<file path="src/logic/sdc_pkg.sv">
// Purpose: Shared constants and types for the serial DAC input and mode control block
// Assumes: One system clock; serial link pins sampled by that clock
// Notes:   Frame layout is mode field above a 12-bit code
`default_nettype none
package sdc_pkg;
    localparam int          FRAME_BITS     = 16;
    localparam int          CODE_BITS      = 12;
    localparam int          CNT_BITS       = 5;
    localparam int          MODE_HI_POS    = 13;
    localparam int          MODE_LO_POS    = 12;
    localparam int          CODE_LSB_POS   = 0;
    localparam logic [11:0] CODE_RESET     = 12'h000;
    localparam logic [4:0]  CNT_LAST       = 5'h10;
    localparam logic [4:0]  CNT_RESET      = 5'h00;
    localparam logic [15:0] SHIFT_RESET    = 16'h0000;
    localparam logic        PIN_IDLE       = 1'b1;

    typedef enum logic [1:0] {
        SDC_MODE_NORMAL = 2'h0,
        SDC_MODE_PD_1K  = 2'h1,
        SDC_MODE_PD_100K = 2'h2,
        SDC_MODE_PD_TRI = 2'h3
    } sdc_mode_t;

    localparam sdc_mode_t MODE_RESET = SDC_MODE_NORMAL;

    // Controls presented to the analog section
    typedef struct packed {
        logic       amp_enable;
        logic       term_1k;
        logic       term_100k;
        logic       out_connect;
    } sdc_analog_t;

    localparam sdc_analog_t ANALOG_RESET = 4'h9;
endpackage : sdc_pkg
`default_nettype wire

</file>
<file path="src/logic/sdc_top.sv">
// Purpose: Serial frame capture, DAC code register and power-down mode control
// Assumes: SYS_CLK at 25 MHz oversamples the serial clock (bench 320 ns period)
// Notes:   Serial pins pass two flops; falling edges found on the synced copy
//          Serial clock high and low must each last two system cycles, and
//          frame sync must stay high two system cycles between frames
//          Outputs move two to three system cycles after the sixteenth fall;
//          the analog switch controls follow one cycle after the mode
//          Edges beyond the sixteenth are dropped until frame sync rises
//          The code register reloads from the same frame whenever the mode changes
//          Frame sync is read as a level; nothing is latched on its edges
//
// Function
// - Low frame sync enables the shift register
// - Shift one bit per serial falling edge
// - Sixteenth edge applies code and mode
// - Frame: two ignored, mode, twelve code bits
// - Code loads only on sixteenth edge
// - Early frame sync rise aborts, clears shifter
// - Aborted frame keeps code and mode
// - Reset clears code register to zero
// - Mode decode: normal, 1k, 100k, three-state
// - Power-down disables amplifier, selects termination except in three-state
// - Power-down frame loads its code bits too
// - Data arrives most significant bit first
// - Ignore serial clock while frame sync high
`default_nettype none
module sdc_top
    import sdc_pkg::*;
(
    // System
    input  wire logic                   SYS_CLK,
    input  wire logic                   RESET_N,
    // Serial link
    input  wire logic                   SYNC_N,
    input  wire logic                   SCLK,
    input  wire logic                   DIN,
    // Converter state
    output logic [sdc_pkg::CODE_BITS-1:0] DAC_CODE,
    output sdc_pkg::sdc_mode_t          DAC_MODE,
    output sdc_pkg::sdc_analog_t        ANALOG_CTRL,
    output logic                        UPDATE_PULSE
);
    import sdc_pkg::*;

    // Bit positions of the three pins inside the synchroniser vectors
    localparam int PIN_COUNT = 3;
    localparam int PIN_SYNC  = 2;
    localparam int PIN_SCLK  = 1;
    localparam int PIN_DIN   = 0;

    // Frame progress; one bit changes per step along idle, shift, done
    typedef enum logic [1:0] {
        SDC_FR_IDLE  = 2'b00,
        SDC_FR_SHIFT = 2'b01,
        SDC_FR_DONE  = 2'b11
    } sdc_frame_t;

    // Reset release
    logic                       rst_meta_reg;
    logic                       rst_sync_reg;

    // Serial pins, two stages each, and the clock edge detector
    logic [PIN_COUNT-1:0]       pin_meta_reg;
    logic [PIN_COUNT-1:0]       pin_sync_reg;
    logic                       sclk_prev_reg;

    // Frame assembly
    logic [FRAME_BITS-1:0]      shift_reg;
    logic [FRAME_BITS-1:0]      shift_next;
    logic [CNT_BITS-1:0]        cnt_reg;
    logic [CNT_BITS-1:0]        cnt_next;
    sdc_frame_t                 frame_reg;
    sdc_frame_t                 frame_next;

    // Converter state
    logic [CODE_BITS-1:0]       code_reg;
    logic [CODE_BITS-1:0]       code_next;
    sdc_mode_t                  mode_reg;
    sdc_mode_t                  mode_next;
    logic                       update_reg;
    logic                       update_next;
    sdc_analog_t                analog_reg;
    sdc_analog_t                analog_next;

    // Synchronised pin levels
    wire logic [PIN_COUNT-1:0]  pin_raw  = {SYNC_N, SCLK, DIN};
    wire logic                  sync_n_s = pin_sync_reg[PIN_SYNC];
    wire logic                  sclk_s   = pin_sync_reg[PIN_SCLK];
    wire logic                  din_s    = pin_sync_reg[PIN_DIN];

    // Latency from a pin fall to the outputs is two synchroniser flops,
    // the edge detector and the load. At a 25 MHz system clock this caps
    // the serial clock near 6 MHz, far below what a host may drive; a
    // faster link needs a faster system clock. A sync pulse shorter than
    // two system cycles may be missed, which drops the frame after it
    // because the block still believes the old frame is done.

    // Reset release through two flops; assertion stays asynchronous so the
    // outputs clear even while the system clock is stopped
    always_ff @(posedge SYS_CLK or negedge RESET_N) begin
        if (!RESET_N) begin
            rst_meta_reg <= 1'b0;
        end else begin
            rst_meta_reg <= 1'b1;
        end
    end

    // Second stage is the only reset copy the rest of the block reads
    always_ff @(posedge SYS_CLK or negedge RESET_N) begin
        if (!RESET_N) begin
            rst_sync_reg <= 1'b0;
        end else begin
            rst_sync_reg <= rst_meta_reg;
        end
    end

    // Pins come from the host's domain; first stage read only by second
    for (genvar p = 0; p < PIN_COUNT; p++) begin : g_pin_sync
        always_ff @(posedge SYS_CLK or negedge rst_sync_reg) begin
            if (!rst_sync_reg) begin
                pin_meta_reg[p] <= PIN_IDLE;
                pin_sync_reg[p] <= PIN_IDLE;
            end else begin
                pin_meta_reg[p] <= pin_raw[p];
                pin_sync_reg[p] <= pin_meta_reg[p];
            end
        end
    end

    // Starts at the idle level, so leaving reset never looks like a fall
    always_ff @(posedge SYS_CLK or negedge rst_sync_reg) begin
        if (!rst_sync_reg) begin
            sclk_prev_reg <= PIN_IDLE;
        end else begin
            sclk_prev_reg <= sclk_s;
        end
    end

    // edges count only inside a frame
    wire logic frame_on  = !sync_n_s;
    wire logic sclk_fall = sclk_prev_reg && !sclk_s;
    // edges past the sixteenth are ignored
    wire logic room      = (cnt_reg < CNT_LAST) && (frame_reg != SDC_FR_DONE);
    wire logic take_bit  = frame_on && sclk_fall && room;
    wire logic last_bit  = take_bit && (cnt_reg == CNT_LAST - 5'h01);

    // frame progress; done holds off further edges until sync rises
    always_comb begin
        frame_next = frame_reg;
        unique case (frame_reg)
            SDC_FR_IDLE: begin
                if (frame_on) begin
                    frame_next = SDC_FR_SHIFT;
                end
            end
            // rise before the sixteenth abandons the frame
            SDC_FR_SHIFT: begin
                if (!frame_on) begin
                    frame_next = SDC_FR_IDLE;
                end else if (last_bit) begin
                    frame_next = SDC_FR_DONE;
                end
            end
            // sync may idle low here until the next frame
            SDC_FR_DONE: begin
                if (!frame_on) begin
                    frame_next = SDC_FR_IDLE;
                end
            end
            // Code 2'b10 is unused; recover to idle
            default: begin
                frame_next = SDC_FR_IDLE;
            end
        endcase
    end

    always_ff @(posedge SYS_CLK or negedge rst_sync_reg) begin
        if (!rst_sync_reg) begin
            frame_reg <= SDC_FR_IDLE;
        end else begin
            frame_reg <= frame_next;
        end
    end

    // field positions in the completed word
    wire logic [FRAME_BITS-1:0] word        = {shift_reg[FRAME_BITS-2:0], din_s};
    wire logic [CODE_BITS-1:0]  new_code    = word[CODE_LSB_POS +: CODE_BITS];
    // the two mode bits sit just above the code
    wire logic                  mode_bit_hi = word[MODE_HI_POS];
    wire logic                  mode_bit_lo = word[MODE_LO_POS];
    wire sdc_mode_t             new_mode    = sdc_mode_t'({mode_bit_hi, mode_bit_lo});

    // shifter held clear while frame sync is high
    // one bit per edge, first bit ends up at the top
    for (genvar b = 0; b < FRAME_BITS; b++) begin : g_shift
        assign shift_next[b] = !frame_on ? SHIFT_RESET[b]
                             : take_bit  ? word[b]
                             : shift_reg[b];
    end

    // five-bit count cleared whenever frame sync is high
    assign cnt_next = !frame_on ? CNT_RESET
                    : take_bit  ? cnt_reg + 5'h01
                    : cnt_reg;

    // only a completed frame touches code and mode
    assign code_next   = last_bit ? new_code : code_reg;
    assign mode_next   = last_bit ? new_mode : mode_reg;
    assign update_next = last_bit;

    // mode drives amplifier and termination switches
    always_comb begin
        analog_next = ANALOG_RESET;
        unique case (mode_reg)
            SDC_MODE_NORMAL: begin
                analog_next = ANALOG_RESET;
            end
            SDC_MODE_PD_1K: begin
                analog_next = '{amp_enable: 1'b0, term_1k: 1'b1,
                                term_100k: 1'b0, out_connect: 1'b0};
            end
            SDC_MODE_PD_100K: begin
                analog_next = '{amp_enable: 1'b0, term_1k: 1'b0,
                                term_100k: 1'b1, out_connect: 1'b0};
            end
            SDC_MODE_PD_TRI: begin
                analog_next = '{amp_enable: 1'b0, term_1k: 1'b0,
                                term_100k: 1'b0, out_connect: 1'b0};
            end
        endcase
    end

    // Shifter and counter share the frame's clearing path
    always_ff @(posedge SYS_CLK or negedge rst_sync_reg) begin
        if (!rst_sync_reg) begin
            shift_reg <= SHIFT_RESET;
        end else begin
            shift_reg <= shift_next;
        end
    end

    always_ff @(posedge SYS_CLK or negedge rst_sync_reg) begin
        if (!rst_sync_reg) begin
            cnt_reg <= CNT_RESET;
        end else begin
            cnt_reg <= cnt_next;
        end
    end

    // code clears at reset and stays until a full frame
    // a frame that changes mode loads its code bits too
    always_ff @(posedge SYS_CLK or negedge rst_sync_reg) begin
        if (!rst_sync_reg) begin
            code_reg <= CODE_RESET;
        end else begin
            code_reg <= code_next;
        end
    end

    // Mode is held apart from the code, loaded by the same strobe
    always_ff @(posedge SYS_CLK or negedge rst_sync_reg) begin
        if (!rst_sync_reg) begin
            mode_reg <= MODE_RESET;
        end else begin
            mode_reg <= mode_next;
        end
    end

    // One-cycle strobe, registered with the code it announces
    always_ff @(posedge SYS_CLK or negedge rst_sync_reg) begin
        if (!rst_sync_reg) begin
            update_reg <= 1'b0;
        end else begin
            update_reg <= update_next;
        end
    end

    // Analog controls lag mode by one cycle so the output stays registered
    always_ff @(posedge SYS_CLK or negedge rst_sync_reg) begin
        if (!rst_sync_reg) begin
            analog_reg <= ANALOG_RESET;
        end else begin
            analog_reg <= analog_next;
        end
    end

    assign DAC_CODE     = code_reg;
    assign DAC_MODE     = mode_reg;
    assign ANALOG_CTRL  = analog_reg;
    assign UPDATE_PULSE = update_reg;

endmodule : sdc_top
`default_nettype wire

</file>
<file path="config.mk">
export PLATFORM = sky130hd
export DESIGN_NAME = sdc_top
export DESIGN_NICKNAME = d
export VERILOG_FILES = /design/src/logic/sdc_pkg.sv /design/src/logic/sdc_top.sv
export SDC_FILE = /design/constraint.sdc
export NUM_CORES = 1
export LEC_CHECK = 0
export BUFFER_PORTS_ARGS = -buffer_cell sky130_fd_sc_hd__buf_2
export CAP_MARGIN = 20
export CORE_AREA = 2 2 63 65
export CTS_CLUSTER_SIZE = 24
export DETAILED_ROUTE_END_ITERATION = 12
export DIE_AREA = 0 0 65 67
export GPL_TIMING_DRIVEN = 0
export PLACE_DENSITY = 0.71
export SLEW_MARGIN = 10
export SYNTH_ARGS = -nofsm -noshare
export SYNTH_HDL_FRONTEND = slang
export SYNTH_SLANG_ARGS = --single-unit
export TNS_END_PERCENT = 10
</file>
<file path="constraint.sdc">
create_clock -name SYS_CLK -period 3.1 [get_ports SYS_CLK]
set_input_delay 0 -clock SYS_CLK [delete_from_list [all_inputs] [get_ports SYS_CLK]]
set_output_delay 0 -clock SYS_CLK [all_outputs]
set_load 0.03 [all_outputs]
</file>
==> results.md, run 1 <==
- Outcome: finished, final reports clean
- Final Max Tran Viols: 0
- YS warnings: 0
- # port buffers: 23
- Via density: 5.00
- Max-Cap Viols: 0
- Final setup margin: 1.30 ns
- Worst vdd ir: 448 uV
- RSZ-0062 raised after global routing: false
- Post-CTS Setup Inserts: 0
- Sequential area share after synthesis: 0.641
- Synth-to-layout area growth: 18.5%
- Syn_nets: 128
- Area of the multi-input gates: 618 um^2
- R2R depth: 6
- Row count: 22
- Critical path arrival: 1.98 ns
- Post-CTS sizing: 0
- Final setup fails: 0
- TNS Setup: 0 ns
- Synth Instances: 121
- CTS tree: yes
- Antenna Cells: 0
- Clock Pin Slew Worst Setup and Hold Paths: 0.08 ns
- Final nets: 163
- Die area: 4360 um^2
- Slowest cell on crit path: dfrtp_1
- Clk buf depth: 2
- Vias in the first global route: 1075
- Initial Util: 0.513
- Final Hold Fails: 0
- FF-to-FF setup slack: 1.30 ns
- Routed len/inst: 13.7 um
- CP Max Fanout: 10
- Setup CP Type: flip-flop to flip-flop
- Crit path launch type: flip-flop
- Req. time, crit path: 3.28 ns
- Final ANT Viol Nets: 0
- Most frequent CP cell: ha_1
- Share of layout cells above drive strength 1: 0.465
- Vias: 1026
- DRT Pass-1 Iters: 4
- Final wirelength: 2810 um
- DRC Markers: 0
- PwrDens: 502 nW/um^2
- Tot Pwr: 1.10 mW
- Grt ovf: 0
- Largest net degree at the start of global routing: 36
- Total track usage: 0.157
- Crit-path max cell delay: 0.41 ns
- Cts bufs inserted: 5
- CP Cell Sequence: ha_1 > and3_1 > ha_1 > nand3_2 > buf_6 > mux2_4
- Fin crit share: 0.581
- Initial antenna violation count: 0
- Worst setup EP type: flip-flop
- 1st-iter DRT viols: 44
- Filler cells: 284
- Sequential cell area: 1190 um^2
- Fmax: 0.556 GHz
- Clock Tree Root: clkbuf_8
- Final min period: 1.80 ns
- GP Congestion: 0.694
- CTS Hold Bufs: 4
- Mapped cell area: 1850 um^2
- Max H-tree Level: 2
- Hpwl dp: 1920 um
- Clock latency on the worst-skew pair: 0.30 ns
- Hold Crit Class: input pin to async pin
- # IOs: 24
- Mean Syn Cell Area: 15.3 um^2
- Core ar.: 3610 um^2
- Die Wd: 65 um
- Max reg flops: 13
- Clock sink total: 47
- Fin Hold WS: 0.0123 ns
- Synth Register Bits: 47
- Clock Skews: 0.00847 ns
- Dpl ws: 1.31 ns
- Static Leak: 1.16 nW
- Die Y: 67 um
- First-pass GRT wire length: 5000 um
- Post-synthesis cell type count: 23
==> worst max-delay path: cells and delay by family (launching register included) <==
kind / cells / cell delay [ns]
adders and majority gates: 2 / 0.42
DFF: 1 / 0.41
buffers and inverters: 1 / 0.21
and+or+nand+nor: 2 / 0.32
muxes: 1 / 0.31
==> cell usage in the layout, fill, tap and decap left out, drive strengths merged <==
master       count
nor2b           16
dfstp            8
clkbuf           9
bufinv           1
mux2            28
nor2             1
inv              3
and3             2
ha               2
conb             1
nand2            2
a21oi            2
buf             27
dfrtp           39
nand2b           3
mux2i            3
dlygate4sd3      4
nor4b            1
nand3            3
o22ai            1
nor3             1
==> per-layer routing <==
| metal | track usage | vias to the layer above | share of wire |
|---|---|---|---|
| met5 | 0 | - | 0 |
| met2 | 0.264 | 15 | 0.51 |
| met1 | 0.182 | 531 | 0.43 |
| met3 | 0.0574 | 6 | 0.043 |
| li1 | - | 474 | - |
| met4 | 0.0638 | 0 | 0.019 |
==> stage by stage <==
step	instances	cell area [um^2]	utilization
after global placement	192	2020	0.561
after global routing	205	2190	0.608
after CTS	205	2190	0.608
after detailed placement	193	2050	0.567
final	205	2190	0.608
after floorplan	121	1850	-
==> final cells by class <==
type / instances / share of cell area
clock buffer: 7 / 0.0348
inverter: 3 / 0.00514
buffer: 5 / 0.0154
clock inverter: 1 / 0.0137
tap: 48 / 0.0274
sequential: 47 / 0.542
timing repair buffer: 28 / 0.0799
multi-input combinational: 66 / 0.282
==> cell usage after synthesis <==
cell type	number	area, um^2
nand2_1	1	3.75
and3_1	2	12.5
nand3_2	1	10.0
a21oi_1	2	10.0
nand3_1	2	10.0
nor2_1	1	3.75
buf_4	2	15.0
mux2i_1	3	30.0
buf_6	1	11.3
nand2_2	1	6.26
nor3_1	1	5.00
mux2_4	9	135
nand2b_1	3	18.8
dfstp_2	8	210
nor4b_4	1	23.8
conb_1	1	3.75
dfrtp_1	39	976
nor2b_1	16	100
clkbuf_1	2	7.51
inv_1	3	11.3
o22ai_1	1	6.26
ha_1	2	25.0
mux2_2	19	214
==> power by group <==
| part | internal (mW) | total (mW) | leakage [nW] | switching [mW] |
|---|---|---|---|---|
| registers | 0.626 | 0.635 | 0.620 | 0.00863 |
| logic | 0.0161 | 0.0355 | 0.492 | 0.0194 |
| clock network | 0.241 | 0.431 | 0.0524 | 0.189 |
| total | 0.883 | 1.10 | 1.16 | 0.218 |
==> path summary, 6_finish.rpt <==
kind                                    from              end
min in group SYS_CLK                     DIN  pin_meta_reg[0]
worst min register to register  rst_sync_reg      DAC_CODE[7]
max in group asynchronous       rst_sync_reg   ANALOG_CTRL[3]
worst max-delay path              cnt_reg[0]      DAC_CODE[5]
worst max register to register    cnt_reg[0]      DAC_CODE[5]
worst min-delay path                 RESET_N     rst_sync_reg
==> kinds of logic (layout without fill, tap and decap cells) <==
kind of cell	Yosys count	count (layout)	synth area share
other cells	1	1	0.00203
buf+inv	8	44	0.0244
flops	47	47	0.641
compound gates	3	3	0.00880
fa+ha+maj	2	2	0.0135
mux	31	31	0.205
simple gates	29	29	0.105
Power figures use the tool's default switching activity.
==> run 2, diff against run 1 <==
CORE_AREA = 2 2 64 66   (was 2 2 63 65)
DIE_AREA = 0 0 66 68   (was 0 0 65 67)
PLACE_DENSITY = 0.72   (was 0.71)
clock period = 1.6 ns   (was 3.1 ns; I/O delays follow)
==> run 2 against run 1 <==
The run now ends with setup timing left; total power rose by 80%; count of clock-buffer cells in the layout did not move; cell area rose by 5.8%; sequential power rose by 94%; wire length rose by 7.0%; clock skew barely moved; combinational power rose by 130%; first-iteration DRC count fell by 48%; non-clock buffer count rose by 10; setup slack got worse by 1.3 ns.
==> results.md, run 2 (same netlist as run 1, synthesis figures left out) <==
- Outcome: complete, but fails checks (was finished, final reports clean)
- Failing checks: setup timing
- Critical Path Source: cnt_reg[0] (unchanged)
- Initial antenna violation count: 0 (unchanged)
- Setup CP Type: flip-flop to flip-flop (unchanged)
- Clock latency on the worst-skew pair: 0.29 ns (was 0.30 ns)
- Clock Tree Root: clkbuf_8 (unchanged)
- Grt ovf: 0 (unchanged)
- Antenna Cells: 0 (unchanged)
- FF-to-FF Start: cnt_reg[0] (unchanged)
- Top delay family on crit path: flip-flops (was adder cells)
- Critical path arrival: 1.79 ns (was 1.98 ns)
- Largest net degree at the start of global routing: 24 (was 36)
- CP Max Fanout: 4 (was 10)
- Max-Slew Margin vs Limit: 0.649
- Fin Hold WS: 0.0196 ns (was 0.0123 ns)
- Final nets: 173 (was 163)
- Fmax: 0.620 GHz (was 0.556 GHz)
- Hpwl dp: 1950 um (was 1920 um)
- DRT Pass-1 Iters: 4 (unchanged)
- Final min period: 1.61 ns (was 1.80 ns)
- Core ar.: 3860 um^2 (was 3610 um^2)
- Most frequent CP cell: ha_2 (was ha_1)
- Max reg flops: 13 (unchanged)
- Clock Pin Slew Worst Setup and Hold Paths: 0.08 ns (about the same)
- Final setup margin: -0.0129 ns (was 1.30 ns)
- PwrDens: 852 nW/um^2 (was 502 nW/um^2)
- Vias in the first global route: 1075 (unchanged)
- Clock Skews: 0.00826 ns (was 0.00847 ns)
- Die Y: 68 um (was 67 um)
- Max H-tree Level: 2 (unchanged)
- DRC Markers: 0 (unchanged)
- Cts bufs inserted: 5 (unchanged)
- Static Leak: 1.24 nW (was 1.16 nW)
- GP Congestion: 0.682 (was 0.694)
- Vias: 1036 (was 1026)
- Crit path buf inv count: 1 (unchanged)
- # port buffers: 23 (unchanged)
- Req. time, crit path: 1.77 ns (was 3.28 ns)
- Total track usage: 0.154 (was 0.157)
- # IOs: 24 (unchanged)
- Share of layout cells above drive strength 1: 0.509 (was 0.465)
- Via density: 4.77 (was 5.00)
- Row count: 23 (was 22)
- 1st-iter DRT viols: 23 (was 44)
- Slowest cell on crit path: dfrtp_1 (unchanged)
- Initial Util: 0.480 (was 0.513)
- Fin crit share: 1.01 (was 0.581)
- Tot Pwr: 1.98 mW (was 1.10 mW)
- CTS tree: yes (unchanged)
- First-pass GRT wire length: 5020 um (was 5000 um)
- Most common cell after layout, fill and taps aside: dfrtp_1 (unchanged)
- Die Wd: 66 um (was 65 um)
- Non-filler cells, final: 217 (was 205)
- CP Cell Sequence: ha_2 > and3_1 > ha_2 > nand3_4 > buf_6 > mux2_4 (was ha_1 > and3_1 > ha_1 > nand3_2 > buf_6 > mux2_4)
- Die area: 4490 um^2 (was 4360 um^2)
- Crit-path max cell delay: 0.39 ns (was 0.41 ns)
- Clk buf depth: 2 (unchanged)
- Worst setup EP type: flip-flop (unchanged)
- Final ANT Viol Nets: 0 (unchanged)
- RSZ-0062 raised after global routing: true (was false)
- Final setup fails: 5 (was 0)
- Clock sink total: 47 (unchanged)
- Max-Cap Viols: 0 (unchanged)
- Final Max Tran Viols: 0 (unchanged)
- Dpl cells: 195 (was 193)
- Hold Crit Class: input pin to async pin (unchanged)
- Worst slew pin tran: 0.526 ns
- Final Hold Fails: 0 (unchanged)
- Worst vdd ir: 444 uV (was 448 uV)
- Crit path launch type: flip-flop (unchanged)
- Final wirelength: 3000 um (was 2810 um)
- Synth-to-layout area growth: 25.4% (was 18.5%)
- Commonest cells after routing, fill and taps aside: dfrtp_1, buf_2, nor2b_1, mux2_2, mux2_4 (was dfrtp_1, buf_2, mux2_2, nor2b_1, mux2_4)
- Routed len/inst: 13.8 um (was 13.7 um)
- Dpl ws: -0.189 ns (was 1.31 ns)
==> run 2: cell types whose count changed in the layout (fill, tap and decap cells not counted), sizes merged <==
cell | previous run | this run
bufinv | 1 | 0
clkinv | 0 | 1
buf | 27 | 37
==> run 2: stage by stage <==
step,cell area (um^2),TNS [ns],util
global route,2320,-0.896,0.602
detailed placement,2070,-2.57,0.536
finish,2320,-0.0287,0.602
CTS,2290,-0.484,0.593
floorplan,1860,0,-
global placement,2040,-8.53,0.528
==> run 2: metal layers <==
layer,GRT usage,routed length [um]
met5,0,0
met4,0.0689,54
met3,0.0444,124
met2,0.269,1530
met1,0.178,1300
==> run 2: what timing repair did <==
action                                  CTS  global route
gates cloned                              1             0
pin swaps                                 1             2
buffers inserted                          7             3
gates resized for setup                   4            10
hold endpoints to repair                  5             0
hold buffers                              4             0
endpoints found under the setup margin   19            21
==> run 2: path summary, 6_finish.rpt <==
path	endpoint	slack, ns	cells past startpoint
max in group asynchronous	pin_meta_reg[0]	0.79	1
worst min-delay path	rst_sync_reg	0.02	2
worst min register to register	cnt_reg[4]	0.24	0
min in group SYS_CLK	pin_meta_reg[1]	0.35	2
worst max register to register	DAC_CODE[1]	-0.01	6
worst max-delay path	DAC_CODE[1]	-0.01	6
==> run 2: power breakdown <==
group / switching (mW) / internal (mW) / total (mW)
Clock: 0.354 / 0.306 / 0.661
Combinational: 0.0375 / 0.0438 / 0.0812
Sequential: 0.0215 / 1.21 / 1.23
Total: 0.413 / 1.56 / 1.98
==> run 2: area by class of cell <==
class,count,area (um^2)
buffer,4,30.0
clock buffer,7,76.3
multi-input combinational,66,651
sequential,47,1190
inverter,3,11.3
tap,50,62.6
clock inverter,1,5.00
timing repair buffer,39,297
fill,317,1540
